===== config.mk =====
export PLATFORM = sky130hd
export DESIGN_NAME = atd_core
export DESIGN_NICKNAME = d
export VERILOG_FILES = /design/src/include/atd_pkg.sv /design/src/design/atd_core.sv /design/src/design/atd_decode.sv
export VERILOG_INCLUDE_DIRS = /design/src /design/src/include
export SDC_FILE = /design/constraint.sdc
export NUM_CORES = 1
export LEC_CHECK = 0
export BUFFER_PORTS_ARGS = -buffer_cell sky130_fd_sc_hd__buf_2
export CELL_PAD_IN_SITES_DETAIL_PLACEMENT = 1
export CELL_PAD_IN_SITES_GLOBAL_PLACEMENT = 2
export CORE_ASPECT_RATIO = 1.4
export CORE_UTILIZATION = 30
export DETAILED_ROUTE_END_ITERATION = 8
export PLACE_DENSITY_LB_ADDON = 0.12
export SLEW_MARGIN = 20
export SYNTH_ARGS = -nofsm -noshare
export SYNTH_HDL_FRONTEND = slang
export SYNTH_SLANG_ARGS = --single-unit
export TNS_END_PERCENT = 50

===== constraint.sdc =====
create_clock -name CLK -period 3.85 [get_ports CLK]
set_input_delay 0.77 -clock CLK [delete_from_list [all_inputs] [get_ports CLK]]
set_output_delay 0.77 -clock CLK [all_outputs]
set_load 0.01 [all_outputs]

===== src/include/atd_defines.svh =====
`ifndef ATD_DEFINES_SVH
`define ATD_DEFINES_SVH

// Opcode values of the decoded group (10-bit words)
`define ATD_OP_CLOCK_CTRL 10'h216
`define ATD_OP_PORT_BIT 10'h2AA
`define ATD_OP_DIVIDER 10'h235
`define ATD_OP_PULLUP_FIRST 10'h22D
`define ATD_OP_PULLUP_SECOND 10'h22E
`define ATD_OP_TIMER_ONE 10'h23F
// Store-and-flip: upper six bits fixed, low four are the immediate
`define ATD_OP_STORE_FLIP_HI 6'h2B
`define ATD_OP_HI_MSB 9
`define ATD_OP_HI_LSB 4
`define ATD_IMM_MSB 3
// Reset values of the loaded registers, then the divider count-down step
`define ATD_NIBBLE_RESET 4'h0
`define ATD_BYTE_RESET 8'h00
`define ATD_BIT_RESET 1'h0
`define ATD_ONE_DIV 8'h01

`endif


===== src/include/atd_pkg.sv =====
package atd_pkg;
  // Operation selected by the decoder
  typedef enum logic [2:0] {
    ATD_NONE = 3'b000,
    ATD_CLOCK = 3'b001,
    ATD_PORT = 3'b010,
    ATD_DIV = 3'b011,
    ATD_PU0 = 3'b100,
    ATD_PU1 = 3'b101,
    ATD_TMR1 = 3'b110,
    ATD_STORE = 3'b111
  } atd_op_t;

  // Memory write request toward data RAM
  typedef struct packed {
    logic we;
    logic [7:0] addr;
    logic [3:0] data;
  } atd_mem_wr_t;
endpackage


===== src/design/atd_core.sv =====
`include "atd_defines.svh"

// What this block does
// - Store-flip XORs immediate into row pointer
// - Memory write uses old pointer first
// - Opcode 216h copies A to clock control
// - Opcode 2AAh copies A bit0 to port
// - Opcode 235h loads B:A into divider pair
// - Divider counter itself loaded immediately too
// - Opcode 22Dh copies A to pull-up first
// - Opcode 22Eh copies A to pull-up second
// - Opcode 23Fh loads B:A into timer reload
module atd_core #(
  parameter int DIV_WIDTH = 8
) (
  input wire logic CLK,
  input wire logic ARST_N,
  input wire logic INSTR_VALID,
  input wire logic [9:0] INSTR,
  input wire logic [3:0] ACC,
  input wire logic [3:0] REG_B,
  input wire logic [3:0] ROW_IN,
  input wire logic [3:0] COL_IN,
  input wire logic ROW_LOAD,
  output atd_pkg::atd_mem_wr_t MEM_WR,
  output logic [3:0] ROW_PTR,
  output logic [3:0] CLOCK_CTRL,
  output logic PORT_CTRL,
  output logic [DIV_WIDTH-1:0] DIVIDER_RELOAD,
  output logic [DIV_WIDTH-1:0] DIVIDER_COUNT,
  output logic DIVIDER_TICK,
  output logic [3:0] PULLUP_FIRST,
  output logic [3:0] PULLUP_SECOND,
  output logic [7:0] TIMER_ONE_RELOAD,
  output logic CARRY_TOUCHED,
  output logic SKIP_NEXT
);
  import atd_pkg::*;

  logic rst_meta;
  logic rst_sync;
  atd_op_t op;
  logic [3:0] clock_ctrl_reg, next_clock_ctrl_reg;
  logic port_ctrl_bit, next_port_ctrl_bit;
  logic [DIV_WIDTH-1:0] divider_reload_reg, next_divider_reload_reg;
  logic [DIV_WIDTH-1:0] divider_counter, next_divider_counter;
  logic divider_tick, next_divider_tick;
  logic [3:0] pullup_ctrl_first, next_pullup_ctrl_first;
  logic [3:0] pullup_ctrl_second, next_pullup_ctrl_second;
  logic [7:0] timer_one_reload_reg, next_timer_one_reload_reg;
  logic [3:0] row_ptr, next_row_ptr;
  atd_mem_wr_t mem_wr, next_mem_wr;
  logic [DIV_WIDTH-1:0] bus_word;

  // Reset release is synchronised; assertion stays asynchronous
  always_ff @(posedge CLK or negedge ARST_N) begin
    if (!ARST_N) begin
      rst_meta <= 1'b0;
      rst_sync <= 1'b0;
    end else begin
      rst_meta <= 1'b1;
      rst_sync <= rst_meta;
    end
  end

  atd_decode u_decode (
    .opcode(INSTR),
    .op(op)
  );

  // B forms the high nibble, A the low one
  assign bus_word = DIV_WIDTH'({REG_B, ACC});

  // Next values of every register touched by the group
  always_comb begin
    next_clock_ctrl_reg = clock_ctrl_reg;
    next_port_ctrl_bit = port_ctrl_bit;
    next_divider_reload_reg = divider_reload_reg;
    next_pullup_ctrl_first = pullup_ctrl_first;
    next_pullup_ctrl_second = pullup_ctrl_second;
    next_timer_one_reload_reg = timer_one_reload_reg;
    next_row_ptr = ROW_LOAD ? ROW_IN : row_ptr;
    next_mem_wr = '0;
    // Free-running down counter, reloaded on wrap
    next_divider_tick = 1'b0;
    if (divider_counter == '0) begin
      next_divider_counter = divider_reload_reg;
      next_divider_tick = 1'b1;
    end else begin
      next_divider_counter = divider_counter - DIV_WIDTH'(`ATD_ONE_DIV);
    end
    // one cycle each: every op finishes in this edge
    if (INSTR_VALID) begin
      case (op)
        ATD_CLOCK: begin
          next_clock_ctrl_reg = ACC;
        end
        ATD_PORT: begin
          next_port_ctrl_bit = ACC[0];
        end
        ATD_DIV: begin
          next_divider_reload_reg = bus_word;
          next_divider_counter = bus_word;
          next_divider_tick = 1'b0;
        end
        ATD_PU0: begin
          next_pullup_ctrl_first = ACC;
        end
        ATD_PU1: begin
          next_pullup_ctrl_second = ACC;
        end
        ATD_TMR1: begin
          next_timer_one_reload_reg = {REG_B, ACC};
        end
        ATD_STORE: begin
          next_mem_wr.we = 1'b1;
          next_mem_wr.addr = {row_ptr, COL_IN};
          next_mem_wr.data = ACC;
          next_row_ptr = row_ptr ^ INSTR[`ATD_IMM_MSB:0];
        end
        default: begin
        end
      endcase
    end
  end

  // Registers only; values come from the block above
  always_ff @(posedge CLK or negedge rst_sync) begin
    if (!rst_sync) begin
      clock_ctrl_reg <= `ATD_NIBBLE_RESET;
      port_ctrl_bit <= `ATD_BIT_RESET;
      divider_reload_reg <= '0;
      divider_counter <= '0;
      divider_tick <= 1'b0;
      pullup_ctrl_first <= `ATD_NIBBLE_RESET;
      pullup_ctrl_second <= `ATD_NIBBLE_RESET;
      timer_one_reload_reg <= `ATD_BYTE_RESET;
      row_ptr <= `ATD_NIBBLE_RESET;
      mem_wr <= '0;
    end else begin
      clock_ctrl_reg <= next_clock_ctrl_reg;
      port_ctrl_bit <= next_port_ctrl_bit;
      divider_reload_reg <= next_divider_reload_reg;
      divider_counter <= next_divider_counter;
      divider_tick <= next_divider_tick;
      pullup_ctrl_first <= next_pullup_ctrl_first;
      pullup_ctrl_second <= next_pullup_ctrl_second;
      timer_one_reload_reg <= next_timer_one_reload_reg;
      row_ptr <= next_row_ptr;
      mem_wr <= next_mem_wr;
    end
  end

  // Outputs straight from flops
  assign MEM_WR = mem_wr;
  assign ROW_PTR = row_ptr;
  assign CLOCK_CTRL = clock_ctrl_reg;
  assign PORT_CTRL = port_ctrl_bit;
  assign DIVIDER_RELOAD = divider_reload_reg;
  assign DIVIDER_COUNT = divider_counter;
  assign DIVIDER_TICK = divider_tick;
  assign PULLUP_FIRST = pullup_ctrl_first;
  assign PULLUP_SECOND = pullup_ctrl_second;
  assign TIMER_ONE_RELOAD = timer_one_reload_reg;
  // group never alters carry nor skips
  assign CARRY_TOUCHED = 1'b0;
  assign SKIP_NEXT = 1'b0;
endmodule


===== src/design/atd_decode.sv =====
`include "atd_defines.svh"

// Pure opcode classifier for the transfer group
module atd_decode (
  input wire logic [9:0] opcode,
  output atd_pkg::atd_op_t op
);
  import atd_pkg::*;

  // Exact compares first; store-and-flip matches a 6-bit prefix
  always_comb begin
    if (opcode == `ATD_OP_CLOCK_CTRL) begin
      op = ATD_CLOCK;
    end else if (opcode == `ATD_OP_PORT_BIT) begin
      op = ATD_PORT;
    end else if (opcode == `ATD_OP_DIVIDER) begin
      op = ATD_DIV;
    end else if (opcode == `ATD_OP_PULLUP_FIRST) begin
      op = ATD_PU0;
    end else if (opcode == `ATD_OP_PULLUP_SECOND) begin
      op = ATD_PU1;
    end else if (opcode == `ATD_OP_TIMER_ONE) begin
      op = ATD_TMR1;
    end else if (opcode[`ATD_OP_HI_MSB:`ATD_OP_HI_LSB] ==
                 `ATD_OP_STORE_FLIP_HI) begin
      op = ATD_STORE;
    end else begin
      op = ATD_NONE;
    end
  end
endmodule


==> qor.yml <==
synth:
  count_of_unique_library_cells_instantiated_by_yosys: 40
  synth_enable_flop_cells: 0
  synth_flop_cell: "dfrtp_1"
  synthesis.yosys.warnings: 0
  synth.avg_cell_area_um2: 11.8
  synth.cell_area_um2: 2520
  synth_seq_cells: 57
  syn_inst: 213
  synth_async_sr_flop_share_pct: 100
  ys_seq_area_share_pct: 56.6
routing:
  vias: 1940
  drtAntennaViolNets: 0
  detail_route.drc_violations: 0
  highest_layer: "met4"
  met3_wl_post_dr_um: 297
  detail_route.vias_per_cell: 4.73
  firstDrtPassIters: 4
  dr.first_iter.drc_count: 48
  wl_met1_um: 2460
  wl_cell_um: 15.7
  wire_length_reported_by_the_detailed_router_um: 6450
  routed-wl-met2_um: 3580
clocking:
  clk_pin_slew_ns: 0.05
  clock_net_sink_count: 57
  cts_hold_repair.buffers: 0
  cts-resized-gates: 0
  cts_max_path_buffers: 2
  clk-insertion-delay-late_ns: 0.32
  cts-htree-levels: 3
  cts.root.buffer_cell: "clkbuf_16"
  tritoncts.num_buffers: 9
  post-cts-setup-buffer-count: 0
  cts_tree: "done"
floorplan:
  rows: 39
  initial_utilization_pct: 30.9
  die_width_um: 79.5
  die-area_um2: 8780
  placeableCoreArea_um2: 8150
  dieHeight_um: 110
  num_io_pins: 87
grt:
  grt_pass1_wl_um: 10700
  first_global_vias: 2086
  antenna_violations_before_repair: 0
  grt_remaining_overflow: 0
  groute.usage.overall_pct: 16.5
  grt_start_max_net_pins: 34
pwr:
  power_switching_share_pct: 26.9
  clock_power_share_pct: 42.3
  power.sequential.fraction_pct: 43.9
  power.ir.vdd_worst_uv: 243
  combinationalPowerShare_pct: 13.8
  total_power_uw: 1640
  cell_internal_pwr_uw: 1200
  power_density_nw_per_um2: 494
  power.net_switching_uw: 443
  power.static_leakage_uw: 0.00170
timing:
  finalSetupTns_ns: 0
  final-setup-viol-count: 0
  rsz0062_at_grt: "false"
  tightest_slew_ns: 0.701
  final-hold-violation-count: 0
  finalWorstPathRequiredPeriod_ns: 2.69
  period_utilization_post_route_pct: 70.0
  fin_skew_ns: 0.00541
  fmax_mhz: 371
  timing.max_slew.rel_slack_pct: 52.8
  timing.final.max_slew_violations: 0
worst_setup_path:
  critPathKind: "input pin to flip-flop"
  worstReg2RegEnd: "DIVIDER_COUNT[0]"
  critical_path_required_ns: 4.05
  worstSetupEndpointType: "flip-flop"
  critical_path.reg2reg.startpoint: "DIVIDER_COUNT[0]"
  rrSetupSlack_ns: 1.65
  crit_fanout: 7
  worstRegToRegCells: 7
  signal_arrival_time_at_the_worst_endpoint_ns: 2.90
  start_kind: "input pin"
placement:
  port_bufs: 84
  finalWeightedCongestion: 0.704
  hpwlAfterDp_um: 4860
finish:
  areaGrowthSynthToFinish_pct: 31.9
  layout.nets: 336
  n_antenna_cell: 0
  drive_gt1_share_pct: 45.8
worst_hold_path:
  hold_class: "input pin to async pin"
run:
  max_cap_viol_count: 0
outcome:
  outcome: "finished, final reports clean"
-- registers in the layout (all words and copies together), names as in the netlist --
name	flops
MEM_WR	13
DIVIDER_COUNT	8
DIVIDER_RELOAD	8
TIMER_ONE_RELOAD	8
CLOCK_CTRL	4
PULLUP_FIRST	4
PULLUP_SECOND	4
ROW_PTR	4
DIVIDER_TICK	1
PORT_CTRL	1
rst_meta	1
rst_sync	1
-- stage by stage --
stage	utilization, %	hold slack, ns	std cells	setup slack, ns	cell area, um2
6_report	40.8	0.229	410	1.16	3320
5_1_grt	40.8	0.215	410	0.970	3320
4_1_cts	40.8	0.214	410	1.16	3320
3_5_place_dp	37.6	0.255	395	0.809	3060
3_3_place_gp	37.6	0.260	395	0.833	3060
2_1_floorplan	-	0.331	214	0.977	2520
-- cell usage after synthesis, drive strengths merged, types with 2 or more instances --
| library cell | number | area share (%) |
|---|---|---|
| nor3 | 6 | 1.6 |
| nand2 | 9 | 1.3 |
| or3 | 2 | 0.50 |
| xnor2 | 4 | 1.4 |
| buf | 3 | 0.79 |
| nand3 | 5 | 0.99 |
| o21ai | 12 | 2.4 |
| a21oi | 8 | 1.6 |
| conb | 2 | 0.30 |
| inv | 9 | 1.3 |
| o221a | 4 | 1.8 |
| a22oi | 2 | 0.60 |
| nand3b | 2 | 0.60 |
| nor3b | 2 | 0.60 |
| dfrtp | 57 | 57 |
| clkbuf | 6 | 0.89 |
| ha | 2 | 0.99 |
| mux2 | 29 | 13 |
| nand2b | 6 | 1.5 |
| nor2 | 11 | 1.6 |
| and2 | 12 | 3.0 |
| or3b | 3 | 1.0 |
| o31ai | 2 | 0.60 |
| or4 | 3 | 1.0 |
| a211oi | 2 | 0.60 |
-- cells in the final DEF (no fill, tap or decap), types with 2 or more instances in the layout --
master	count
dfrtp_1	56
conb_1	3
or3_1	2
buf_2	84
nand2_1	9
a22oi_1	2
or4_1	2
and2_1	12
mux2_2	28
nand3b_1	2
nor3_2	2
ha_1	2
clkbuf_16	9
or3b_1	2
nor2_1	11
clkinv_2	4
nor3b_1	2
nand2b_1	6
nand3_1	5
xnor2_1	4
inv_1	9
a211oi_1	2
o21ai_0	12
o31ai_1	2
o221a_2	4
a21oi_1	8
nor3_1	4
buf_4	4
-- power by group through the flow --
stage / registers [uW] / logic [uW] / clock network [uW]
2_1_floorplan: 744 / 100 / 0
3_3_place_gp: 732 / 226 / 0
3_5_place_dp: 732 / 232 / 0
4_1_cts: 723 / 233 / 721
5_1_grt: 732 / 257 / 743
6_report: 722 / 227 / 695
-- layer usage --
metal | track usage, % | up-vias
met5 | 0 | -
met4 | 6.91 | 0
met3 | 5.21 | 8
met2 | 28.7 | 52
met1 | 18.0 | 955
li1 | - | 925
-- logic make-up after synthesis --
family,count (synthesis),share of synthesized area (%)
AO/OA/AOI/OAI,36,9.98
flip-flops,57,56.6
adder cells (fa/ha/maj),2,0.992
buffers and inverters,18,3.03
other,2,0.298
AND/OR/NAND/NOR,65,14.8
XOR/XNOR,4,1.39
multiplexers,29,13.0
-- worst max-delay path: stages --
cell      delay (ns)
buf_2           0.09
or3b_1          0.46
or4_4           0.57
a21boi_4        0.16
a2111o_1        0.50
mux2_1          0.33
-- how the worst max path moves through the flow --
| stage | cells past startpoint | from | to |
|---|---|---|---|
| 6_report | 6 | INSTR[8] | CLOCK_CTRL[3] |
| 2_1_floorplan | 6 | INSTR[8] | CLOCK_CTRL[3] |
| 4_1_cts | 6 | INSTR[8] | CLOCK_CTRL[3] |
| 3_3_place_gp | 6 | INSTR[8] | CLOCK_CTRL[3] |
| 5_1_grt | 6 | INSTR[8] | PULLUP_SECOND[3] |
| 3_5_place_dp | 6 | INSTR[8] | CLOCK_CTRL[3] |
-- layout make-up --
| class | count | area (um2) |
|---|---|---|
| Timing Repair Buffer | 88 | 450 |
| Clock inverter | 4 | 20.0 |
| Clock buffer | 11 | 243 |
| Fill cell | 934 | 4820 |
| Sequential cell | 57 | 1430 |
| Multi-Input combinational cell | 139 | 1020 |
| Tap cell | 102 | 128 |
| Inverter | 9 | 33.8 |
Note: power is estimated with default switching activity, not from simulation.
